`src/hdl/lpm_cfg.svh`:
```
// lpm_cfg.svh: constants of the low-power and indicator block
// assumes: included by bare name from the link interface, device, host and checker files
`ifndef LPM_CFG_SVH
`define LPM_CFG_SVH

// ********
// link widths and clock
// ********
`define LPM_AW          8
`define LPM_DW          16
`define LPM_CLK_MHZ     250

// ********
// timing: calibration and activity in microseconds, ack timeout in cycles
// ********
`define LPM_CAL_TIME_US 10000
`define LPM_ACT_TIME_US 6000
`define LPM_ACK_TMO     16

// ********
// device register offsets and fields
// ********
`define LPM_OFS_SCTL    8'h1e
`define LPM_OFS_IOBASE  8'h20
`define LPM_OFS_SSTAT   8'h22
`define LPM_SCTL_SWSUSP 8
`define LPM_SCTL_HWSLP  9
`define LPM_SCTL_HWSTBY 10
`define LPM_SCTL_HCEN   12
`define LPM_SCTL_HCLVL  14
`define LPM_SCTL_MASK   16'h5700
`define LPM_SCTL_RST    16'h0000
`define LPM_IOBASE_RST  16'h0000
`define LPM_SSTAT_INIT_DONE 7
`define LPM_SSTAT_SBUSY 8

// ********
// host controller registers on apb
// ********
`define LPM_H_CTRL      8'h00
`define LPM_H_ADDR      8'h04
`define LPM_H_WDATA     8'h08
`define LPM_H_RDATA     8'h0c
`define LPM_H_STS       8'h10
`define LPM_H_MASK      8'h14
`define LPM_CTRL_SLEEP  0
`define LPM_CTRL_GO     1
`define LPM_CTRL_WR     2
`define LPM_STS_DONE    0
`define LPM_STS_TMO     1
`define LPM_STS_REF     2
`define LPM_STS_W       3
`define LPM_STS_BUSY    8
`define LPM_STS_GUARD   9

`endif

```
`src/hdl/lpm_pkg.sv`:
```
// lpm_pkg.sv: state types of both ends
// assumes: nothing beyond the compiler
package lpm_pkg;

   // device operating modes
   typedef enum logic [2:0] {
      LPM_INIT,
      LPM_ACTIVE,
      LPM_HW_STANDBY,
      LPM_HW_SUSPEND,
      LPM_SW_SUSPEND
   } lpm_mode_e;

   // host link sequencer
   typedef enum logic [1:0] {
      LPM_H_IDLE,
      LPM_H_REQ,
      LPM_H_WAIT
   } lpm_hstate_e;

endpackage

```
`src/hdl/lpm_link_if.sv`:
```
// lpm_link_if.sv: sleep pin and register port between the two ends
// assumes: both ends on pclk; sleep_n is treated as a pin by the device
`timescale 1ns/1ps
`include "lpm_cfg.svh"
interface lpm_link_if;
   // sleep pin, low asks for hardware sleep
   logic                sleep_n;
   // register request
   logic                req;
   logic                wr;
   logic [`LPM_AW-1:0]  addr;
   logic [`LPM_DW-1:0]  wdata;
   // register answer
   logic                ack;
   logic [`LPM_DW-1:0]  rdata;

   modport dev (
      input  sleep_n,
      input  req,
      input  wr,
      input  addr,
      input  wdata,
      output ack,
      output rdata
   );

   modport host (
      output sleep_n,
      output req,
      output wr,
      output addr,
      output wdata,
      input  ack,
      input  rdata
   );
endinterface

```
`src/hdl/lpm_device.sv`:
```
// lpm_device.sv: low-power sequencer and led pins of the device end
// assumes: host end drives the link on pclk, sleep_n may be asynchronous
// assumes: network events and link_ok come from logic on pclk
//
// How it works
// - leaving any low-power mode resets and self-configures
// - config done sets init_done, clears serial_busy
// - host waits calibration time before accessing registers; its guard is not restarted after a software wake
// - sleep low, sleep and standby enables: standby
// - standby: only receiver on, bus ignored
// - standby with link_ok high drives activity led low; network events are ignored
// - standby entry resets all but self control
// - sleep high leaves standby with complete reset
// - sleep low, sleep enable, no standby: suspend
// - sleep high leaves suspend with complete reset
// - software suspend bit keeps base and control only
// - any write wakes software suspend, data dropped
// - hardware reset ends every low-power mode
// - hardware modes override software suspend bit
// - activity led low, held six ms after activity
// - link led follows link pulses when not host
// - host control: link led shows inverted host bit
//
// The APB register port was decided locally.
`timescale 1ns/1ps
`include "lpm_cfg.svh"
module lpm_device #(
   parameter int CAL_CYC = `LPM_CAL_TIME_US * `LPM_CLK_MHZ,
   parameter int ACT_CYC = `LPM_ACT_TIME_US * `LPM_CLK_MHZ
) (
   // clock and reset
   input  wire logic pclk,
   input  wire logic presetn,
   // link to the host end
   lpm_link_if.dev   lnk,
   // network side
   input  wire logic tx_evt,
   input  wire logic rx_evt,
   input  wire logic col_evt,
   input  wire logic link_ok,
   // indicator pins
   output logic      activity_led_n,
   output logic      link_led_n,
   // core control and status
   output logic      init_done,
   output logic      serial_busy,
   output logic      analog_en,
   output logic      rx_en,
   output logic      core_rst_n,
   output logic      low_power
);

   // ********
   // state
   // ********
   localparam int CW  = $clog2(CAL_CYC + 1);
   localparam int ACW = $clog2(ACT_CYC + 1);

   typedef struct packed {
      lpm_pkg::lpm_mode_e mode;
      logic               sl_s1;
      logic               sl_s2;
      logic               sl_s3;
      logic [15:0]        sctl;
      logic [15:0]        iobase;
      logic               init_done;
      logic               serial_busy;
      logic [CW-1:0]      cal_cnt;
      logic [ACW-1:0]     act_cnt;
      logic               ack;
      logic [15:0]        rdata;
      logic               act_led_n;
      logic               link_led_n;
      logic               analog_en;
      logic               rx_en;
      logic               core_rst_n;
      logic               low_power;
   } lpm_dev_s;

   // hardware reset lands in self-configuration
   localparam lpm_dev_s ST_RST = '{
      mode:        lpm_pkg::LPM_INIT,
      sl_s1:       1'b1, // pin idles high, no false edge
      sl_s2:       1'b1,
      sl_s3:       1'b1,
      sctl:        `LPM_SCTL_RST,
      iobase:      `LPM_IOBASE_RST,
      cal_cnt:     CW'(CAL_CYC - 1),
      serial_busy: 1'b1,
      act_led_n:   1'b1,
      link_led_n:  1'b1,
      default:     '0
   };

   lpm_dev_s st_r;
   lpm_dev_s st_nxt;

   logic     sleep_lo;
   logic     sleep_rise;
   logic     hw_mode;
   logic     awake;
   logic     wake;
   logic     evt;

   // ********
   // next state
   // ********
   // one pass; later blocks override earlier ones
   always_comb begin
      st_nxt     = st_r;
      wake       = 1'b0;
      evt        = tx_evt | rx_evt | col_evt;
      sleep_lo   = ~st_r.sl_s2;
      sleep_rise = st_r.sl_s2 & ~st_r.sl_s3;
      hw_mode    = (st_r.mode == lpm_pkg::LPM_HW_STANDBY) ||
                   (st_r.mode == lpm_pkg::LPM_HW_SUSPEND);

      // sleep pin synchroniser, third stage only for edges
      st_nxt.sl_s1 = lnk.sleep_n;
      st_nxt.sl_s2 = st_r.sl_s1;
      st_nxt.sl_s3 = st_r.sl_s2;

      st_nxt.ack        = 1'b0;
      st_nxt.core_rst_n = 1'b1;

      // mode sequencing and wake sources
      unique case (st_r.mode)
         lpm_pkg::LPM_INIT: begin
            if (st_r.cal_cnt == '0) begin
               st_nxt.mode        = lpm_pkg::LPM_ACTIVE;
               st_nxt.init_done   = 1'b1;
               st_nxt.serial_busy = 1'b0;
            end else begin
               st_nxt.cal_cnt = st_r.cal_cnt - 1'b1;
            end
         end
         lpm_pkg::LPM_ACTIVE: begin
         end
         lpm_pkg::LPM_HW_STANDBY: begin
            wake = sleep_rise;
         end
         lpm_pkg::LPM_HW_SUSPEND: begin
            wake = sleep_rise;
         end
         lpm_pkg::LPM_SW_SUSPEND: begin
            wake = lnk.req & lnk.wr;
         end
      endcase

      // register port; only active mode answers, so the host
      // cannot poll init_done and waits out its guard instead
      awake = (st_r.mode == lpm_pkg::LPM_ACTIVE);
      if (awake && lnk.req) begin
         st_nxt.ack   = 1'b1;
         st_nxt.rdata = '0;
         if (lnk.wr) begin
            if (lnk.addr == `LPM_OFS_SCTL) begin
               st_nxt.sctl = lnk.wdata & `LPM_SCTL_MASK;
            end else if (lnk.addr == `LPM_OFS_IOBASE) begin
               st_nxt.iobase = lnk.wdata;
            end
         end else begin
            case (lnk.addr)
               `LPM_OFS_SCTL: begin
                  st_nxt.rdata = st_r.sctl;
               end
               `LPM_OFS_IOBASE: begin
                  st_nxt.rdata = st_r.iobase;
               end
               `LPM_OFS_SSTAT: begin
                  st_nxt.rdata[`LPM_SSTAT_INIT_DONE] = st_r.init_done;
                  st_nxt.rdata[`LPM_SSTAT_SBUSY] = st_r.serial_busy;
               end
               default: begin
                  st_nxt.rdata = '0;
               end
            endcase
         end
      end

      // wake: complete reset then normal initialisation
      // base and control, less the suspend bit, survive so the host finds the part again
      if (wake) begin
         st_nxt.mode                 = lpm_pkg::LPM_INIT;
         st_nxt.cal_cnt              = CW'(CAL_CYC - 1);
         st_nxt.init_done            = 1'b0;
         st_nxt.serial_busy          = 1'b1;
         st_nxt.core_rst_n           = 1'b0;
         st_nxt.act_cnt              = '0;
         st_nxt.sctl[`LPM_SCTL_SWSUSP] = 1'b0;
      end

      // entry into low power; hardware modes checked first
      if (!hw_mode && sleep_lo && st_r.sctl[`LPM_SCTL_HWSLP]) begin
         if (st_r.sctl[`LPM_SCTL_HWSTBY]) begin
            st_nxt.mode        = lpm_pkg::LPM_HW_STANDBY;
            st_nxt.iobase      = `LPM_IOBASE_RST;
            st_nxt.init_done   = 1'b0;
            st_nxt.serial_busy = 1'b0;
            st_nxt.cal_cnt     = '0;
            st_nxt.act_cnt     = '0;
            st_nxt.core_rst_n  = 1'b0;
         end else begin
            st_nxt.mode = lpm_pkg::LPM_HW_SUSPEND;
         end
      end else if (!hw_mode && !wake &&
                   (st_r.mode != lpm_pkg::LPM_SW_SUSPEND) &&
                   st_r.sctl[`LPM_SCTL_SWSUSP]) begin
         st_nxt.mode = lpm_pkg::LPM_SW_SUSPEND;
      end

      // indicator pins follow the mode being entered
      if ((st_nxt.mode == lpm_pkg::LPM_ACTIVE) ||
          (st_nxt.mode == lpm_pkg::LPM_INIT)) begin
         if (evt) begin
            st_nxt.act_cnt = ACW'(ACT_CYC);
         end else if (st_nxt.act_cnt != '0) begin
            st_nxt.act_cnt = st_nxt.act_cnt - 1'b1;
         end
         st_nxt.act_led_n = (st_nxt.act_cnt == '0);
         if (st_nxt.sctl[`LPM_SCTL_HCEN]) begin
            st_nxt.link_led_n = ~st_nxt.sctl[`LPM_SCTL_HCLVL];
         end else begin
            st_nxt.link_led_n = ~link_ok;
         end
      end else if (st_nxt.mode == lpm_pkg::LPM_HW_STANDBY) begin
         st_nxt.act_led_n  = ~link_ok;
         st_nxt.link_led_n = 1'b1;
      end else begin
         // suspend modes leave both pins dark
         st_nxt.act_led_n  = 1'b1;
         st_nxt.link_led_n = 1'b1;
      end

      // power switches: receiver alone stays up in standby
      st_nxt.analog_en = (st_nxt.mode == lpm_pkg::LPM_ACTIVE) ||
                         (st_nxt.mode == lpm_pkg::LPM_INIT);
      st_nxt.rx_en     = st_nxt.analog_en ||
                         (st_nxt.mode == lpm_pkg::LPM_HW_STANDBY);
      st_nxt.low_power = ~st_nxt.analog_en;
   end

   // ********
   // registers
   // ********
   // hardware reset forces self-configuration from any mode
   always_ff @(posedge pclk or negedge presetn) begin
      if (!presetn) begin
         st_r <= ST_RST;
      end else begin
         st_r <= st_nxt;
      end
   end

   // outputs straight from the state flops
   assign lnk.ack        = st_r.ack;
   assign lnk.rdata      = st_r.rdata;
   assign activity_led_n = st_r.act_led_n;
   assign link_led_n     = st_r.link_led_n;
   assign init_done      = st_r.init_done;
   assign serial_busy    = st_r.serial_busy;
   assign analog_en      = st_r.analog_en;
   assign rx_en          = st_r.rx_en;
   assign core_rst_n     = st_r.core_rst_n;
   assign low_power      = st_r.low_power;

endmodule

```
`src/flat_wrapper.sv`:
```
// flat-port wrapper written by rule: the top's interface ports become plain ports
module lpm_device_flat 
#(
   parameter int CAL_CYC = `LPM_CAL_TIME_US * `LPM_CLK_MHZ,
   parameter int ACT_CYC = `LPM_ACT_TIME_US * `LPM_CLK_MHZ
)
  (pclk, presetn, tx_evt, rx_evt, col_evt, link_ok, activity_led_n, link_led_n, init_done, serial_busy, analog_en, rx_en, core_rst_n, low_power, lnk_sleep_n, lnk_req, lnk_wr, lnk_addr, lnk_wdata, lnk_ack, lnk_rdata);
  lpm_link_if lnk_i ();
  input  wire logic pclk;
  input  wire logic presetn;
  input  wire logic tx_evt;
  input  wire logic rx_evt;
  input  wire logic col_evt;
  input  wire logic link_ok;
  output logic activity_led_n;
  output logic link_led_n;
  output logic init_done;
  output logic serial_busy;
  output logic analog_en;
  output logic rx_en;
  output logic core_rst_n;
  output logic low_power;
  input wire logic [$bits(lnk_i.sleep_n)-1:0] lnk_sleep_n;
  input wire logic [$bits(lnk_i.req)-1:0] lnk_req;
  input wire logic [$bits(lnk_i.wr)-1:0] lnk_wr;
  input wire logic [$bits(lnk_i.addr)-1:0] lnk_addr;
  input wire logic [$bits(lnk_i.wdata)-1:0] lnk_wdata;
  output wire logic [$bits(lnk_i.ack)-1:0] lnk_ack;
  output wire logic [$bits(lnk_i.rdata)-1:0] lnk_rdata;
  assign lnk_i.sleep_n = lnk_sleep_n;
  assign lnk_i.req = lnk_req;
  assign lnk_i.wr = lnk_wr;
  assign lnk_i.addr = lnk_addr;
  assign lnk_i.wdata = lnk_wdata;
  assign lnk_ack = lnk_i.ack;
  assign lnk_rdata = lnk_i.rdata;
  lpm_device #(.CAL_CYC(CAL_CYC), .ACT_CYC(ACT_CYC)) u_core (.pclk(pclk), .presetn(presetn), .lnk(lnk_i), .tx_evt(tx_evt), .rx_evt(rx_evt), .col_evt(col_evt), .link_ok(link_ok), .activity_led_n(activity_led_n), .link_led_n(link_led_n), .init_done(init_done), .serial_busy(serial_busy), .analog_en(analog_en), .rx_en(rx_en), .core_rst_n(core_rst_n), .low_power(low_power));
endmodule
```
`config.mk`:
```
export PLATFORM = sky130hd
export DESIGN_NAME = lpm_device_flat
export DESIGN_NICKNAME = d
export VERILOG_FILES = /design/src/hdl/lpm_pkg.sv /design/src/hdl/lpm_link_if.sv /design/src/hdl/lpm_device.sv /design/src/flat_wrapper.sv
export VERILOG_INCLUDE_DIRS = /design/src /design/src/hdl
export SDC_FILE = /design/constraint.sdc
export NUM_CORES = 1
export LEC_CHECK = 0
export ABC_AREA = 1
export BUFFER_PORTS_ARGS = -buffer_cell sky130_fd_sc_hd__buf_4
export CORE_MARGIN = 2
export CORE_UTILIZATION = 55
export DETAILED_ROUTE_END_ITERATION = 6
export PLACE_DENSITY_LB_ADDON = 0.1
export SLEW_MARGIN = 30
export SYNTH_ARGS = -nofsm -noshare
export SYNTH_HDL_FRONTEND = slang
export SYNTH_SLANG_ARGS = --single-unit
```
`constraint.sdc`:
```
create_clock -name pclk -period 2.5 [get_ports pclk]
set_input_delay 0.375 -clock pclk [delete_from_list [all_inputs] [get_ports pclk]]
set_output_delay 0.375 -clock pclk [all_outputs]
set_load 0.05 [all_outputs]
```
==> impl.org <==
** STA
- Hold Fails Final Rpt :: 0
- Worst slew margin :: 62.4%
- Post-layout worst setup margin :: 0.119 ns
- Final clock period utilization by the worst path :: 95.2%
- Setup repair after global routing could not meet its margin everywhere.
- Counting I/O delays and the setup requirement, the final critical path takes 2.38 ns.
- Worst-Margin Slew :: 0.563 ns
- On the final layout, the worst clock skew is 0.0125 ns.
- Timing would allow up to 420 MHz.
- Finish-stage setup viols :: 0
- The max-slew violation total from the final report was 0.

** Pwr
- Leakage power figure :: 3.23 nW
- Across the VDD grid, the largest voltage drop is 0.319 mV.
- Dividing total power by cell area gives a power density of 419 nW/µm².

** Die
- Die height :: 102 µm
- Pin placement for this block handled 58 I/O pins.
- Die Area :: 10300 µm²
- Effective utilization at floorplan :: 56.6%
- The initialized floorplan defines 35 standard-cell rows.
- Die width :: 102 µm
- The region available for standard cell placement spans 9240 µm².

** Clocking
- For this design, the sink count on the clock tree is 95.
- In this run the number of H-tree levels came out at 3.
- Number of buffers on the longest clock path :: 2
- Inserted Clock Buffers :: 9
- Clock-pin slew was measured on the worst setup and hold paths at 0.10 ns.
- Clock latency at the later pin of the worst-skew pair :: 0.37 ns
- Clock root buffer :: sky130_fd_sc_hd__clkbuf_8
- TritonCTS clock tree :: built

** Worst setup path
- Sequence of cells on the critical path :: buf_4 > nor2_4 > nand3_4 > clkinv_2 > nor2_4 > buf_12 > nand2_1 > nand3_2 > inv_2 > nand3_4 > buf_6 > nand2_1 > a21oi_1 > nor2_2 > nand2_1 > nor2_1 > nand2_1 > nand2_1
- At the worst endpoint, the arrival time is 2.68 ns.
- The most critical setup path has its startpoint at u_core.st_nxt[100]$_DFF_PN1_.
- The slowest stage of the critical path belongs to the cell sky130_fd_sc_hd__dfstp_2.
- The worst register-to-register path ends at u_core.activity_led_n$_DFF_PN1_.
- FF-to-FF setup slack :: 0.12 ns
- Measured in cells, the most critical reg-to-reg path has a length of 18.
- Max FO, Critical Path :: 8
- The worst register-to-register path begins at u_core.st_nxt[100]$_DFF_PN1_.
- Termination of the worst setup path :: u_core.activity_led_n$_DFF_PN1_
- The cell that appears most often on the critical path is sky130_fd_sc_hd__nand2_1.
- Path type of the worst setup path :: reg -> reg
- STA classifies the critical path startpoint as a register.
- Cell type group with the largest total delay on the critical path :: simple AND/OR/NAND/NOR gates
- At the worst endpoint, the required time is 2.80 ns.
- Critical Path Stages :: 18
- The critical path contains buffers and inverters numbering 5 combined.
- The worst setup path is captured at a register.
- Slowest Stage Delay on Critical Path :: 0.56 ns

** GRT
- Combined global-route utilization of all metal layers :: 26.3%
- Largest net degree at the start of global routing :: 53
- Global routing finished with a remaining overflow of 0.
- The number of global-route vias before repair came to 4708.
- Number of antenna violations at the first check in global routing :: 0
- The first global-routing pass estimated 21600 µm of wire.

** Final layout
- Register Area :: 2400 µm²
- The multi-input combinational cells in the finished layout cover a total of 2430 µm².
- The net count of the finished layout is 776.
- Ratio of cells with drive above 1 in the final layout :: 25.7%
- 0 antenna diodes ended up in the layout.
- Most common cell after layout, fill and taps aside :: sky130_fd_sc_hd__nand2_1
- Cell area after layout :: 6290 µm²
- Final-layout fill cell count :: 799
- Top library cells by usage in the layout, fill and taps aside :: sky130_fd_sc_hd__nand2_1, sky130_fd_sc_hd__buf_4, sky130_fd_sc_hd__nor2_1, sky130_fd_sc_hd__dfrtp_1, sky130_fd_sc_hd__inv_1
- From synthesis to final layout, the design area changed by 20.2%.

** Logic synthesis
- For this run, the register share of the synthesized area comes to 45.9%.
- In the synthesized netlist, the number of instances is 672.
- Xor/xnor share of the synthesized area :: 1.34%
- Synthesis inferred 95 register bits.
- Post-Synth Adder-Cell Area :: 0.478%
- Dominant combinational cell family by area after synthesis :: simple AND/OR/NAND/NOR gates
- Total of warnings raised by yosys :: 0
- A synthesized cell averages 7.79 µm².
- Count of flip-flops with a built-in enable after synthesis :: 0
- The number of nets handed over by synthesis was 707.
- Counting flops with an async set or reset pin after synthesis yields a share of 100%.
- Portion of netlist area occupied by mux cells :: 0%
- Summing the areas of all and, or, nand and nor instances in the mapped netlist gives 31.2% of the synthesized area.
- Post-Syn Area :: 5230 µm²
- Synthesis instantiated 44 different standard cells from the library.
- Compound-gate portion of the synthesized area :: 10.9%
- In the synthesized netlist the dominant register cell turns out to be sky130_fd_sc_hd__dfrtp_1.

** Placed design
- Buffers placed on the I/O ports in this run total 57.
- Pre-CTS setup slack :: 0.00632 ns
- In this run the cell area measured after placement is 5820 µm².
- Final weighted congestion in routability-driven placement :: 0.952
- Detailed placement finished with a half-perimeter wire length of 9360 µm.

** Routing
- Vias after detailed routing :: 4843
- In the final routed layout, each cell accounts on average for 15.0 µm.
- Total routed wirelength :: 13100 µm
- In the routed layout, each cell is associated on average with a via count of 5.53.
- The first routing iteration left 200 violations.
- The detail route stage leaves a number of antenna-violating nets equal to 0.
- The pre-antenna-repair detailed-routing pass consisted of 5 iterations.
- DRC violation count after routing :: 0

** Worst hold path
- Hold/Removal Path Class :: in -> reg

** Flow run
- Total of max-cap violations :: 0

** Status
- The flow ran to the end, and the final reports show no timing, DRC or antenna violations.
-- per-stage QoR --
step	utilization (%)	total power, W	cells	hold slack [ns]	setup TNS (ns)
finish	68.1	0.00264	875	0.115	0
global route	68.1	0.00275	875	0.105	-0.122
CTS	65.5	0.00267	866	0.103	0
detailed placement	63.0	0.00168	844	0.356	0
global placement	63.0	0.00168	844	0.357	0
floorplan	-	0.00159	672	0.0794	0
-- layout make-up --
class / instances / share of cell area (%)
inverter: 75 / 4.49
timing repair buffer: 100 / 13.2
clock buffer: 9 / 1.97
clock inverter: 7 / 1.05
sequential: 95 / 38.2
multi-input combinational: 460 / 38.6
tap: 129 / 2.57
-- worst reg2reg max path, delay by kind of cell, from the launching register on --
kind / cells / cell delay [ns]
AND/OR/NAND/NOR: 12 / 0.97
AO/OA/AOI/OAI: 1 / 0.19
buffers and inverters: 5 / 0.60
flip-flops: 1 / 0.56
-- synthesized netlist by cell type (3+ instances only) --
library cell               instances  area share, %
sky130_fd_sc_hd__nand2_1         146             10
sky130_fd_sc_hd__nand4_1           9            1.1
sky130_fd_sc_hd__a32o_1           10            1.9
sky130_fd_sc_hd__clkbuf_1         18            1.3
sky130_fd_sc_hd__nor2_2            3           0.36
sky130_fd_sc_hd__dfrtp_1          77             37
sky130_fd_sc_hd__a21oi_1          20            1.9
sky130_fd_sc_hd__xor2_1            6            1.0
sky130_fd_sc_hd__nor3_1           26            2.5
sky130_fd_sc_hd__o21ai_0          34            3.3
sky130_fd_sc_hd__a211oi_1          4           0.57
sky130_fd_sc_hd__nand3_1          51            4.9
sky130_fd_sc_hd__o21ai_2           7            1.2
sky130_fd_sc_hd__dfstp_2          18            9.0
sky130_fd_sc_hd__inv_1            68            4.9
sky130_fd_sc_hd__o21ai_1           4           0.38
sky130_fd_sc_hd__nor2_1           90            6.5
sky130_fd_sc_hd__buf_4            18            2.6
sky130_fd_sc_hd__or2_2             3           0.36
sky130_fd_sc_hd__inv_2             6           0.43
sky130_fd_sc_hd__nor4_1           12            1.4
sky130_fd_sc_hd__buf_6             3           0.65
sky130_fd_sc_hd__nand2_2           5           0.60
sky130_fd_sc_hd__nor2_4            3           0.65
sky130_fd_sc_hd__nand3b_1          3           0.43
sky130_fd_sc_hd__o211ai_1          3           0.43
-- power breakdown --
part           internal [W]  total, W  switching [W]
clock              0.000384  0.000987       0.000602
sequential          0.00154   0.00154     0.00000155
combinational     0.0000458  0.000109      0.0000632
-- registers in the layout, indices dropped and copies added, names as in the netlist --
| register | count |
|---|---|
| u_core.activity_led_n | 1 |
| u_core.analog_en | 1 |
| u_core.core_rst_n | 1 |
| u_core.init_done | 1 |
| u_core.link_led_n | 1 |
| u_core.lnk.ack | 1 |
| u_core.lnk.rdata | 16 |
| u_core.low_power | 1 |
| u_core.rx_en | 1 |
| u_core.serial_busy | 1 |
| u_core.st_nxt | 2 |
| u_core.st_r | 68 |
-- timing repair --
item                                   CTS  global route
buffers inserted                         5             7
setup endpoints to repair                1            12
endpoints found under the hold margin    3             0
hold buffers                             1             0
resized for setup                        0            37
pin swaps                                2            15
cloned                                   0             2
-- worst min-delay path by stage --
stage | from | end | slack (ns) | cells past startpoint
finish | lnk_sleep_n | u_core.st_nxt[101]$_DFF_PN1_ | 0.12 | 1
global route | lnk_sleep_n | u_core.st_nxt[101]$_DFF_PN1_ | 0.10 | 1
CTS | lnk_sleep_n | u_core.st_nxt[101]$_DFF_PN1_ | 0.10 | 1
detailed placement | u_core.st_nxt[101]$_DFF_PN1_ | u_core.st_nxt[100]$_DFF_PN1_ | 0.36 | 0
global placement | u_core.st_nxt[101]$_DFF_PN1_ | u_core.st_nxt[100]$_DFF_PN1_ | 0.36 | 0
floorplan | presetn | u_core.analog_en$_DFF_PN0_ | 0.08 | 0
-- metal layers --
layer	vias up	share of wire, %	global-route usage, %
met2	178	48	43.2
met3	22	5.6	3.86
met4	0	1.9	8.11
met5	-	0	0
met1	2321	45	36.4
li1	2322	-	-
-- cell families (layout without fill, tap and decap cells) --
family,count (synthesis),in the layout
AO/OA/AOI/OAI,91,91
XOR/XNOR,8,8
adder cells (fa/ha/maj),2,2
buffers and inverters,117,191
flip-flops,95,95
AND/OR/NAND/NOR,359,359
Power figures use the tool's default switching activity.
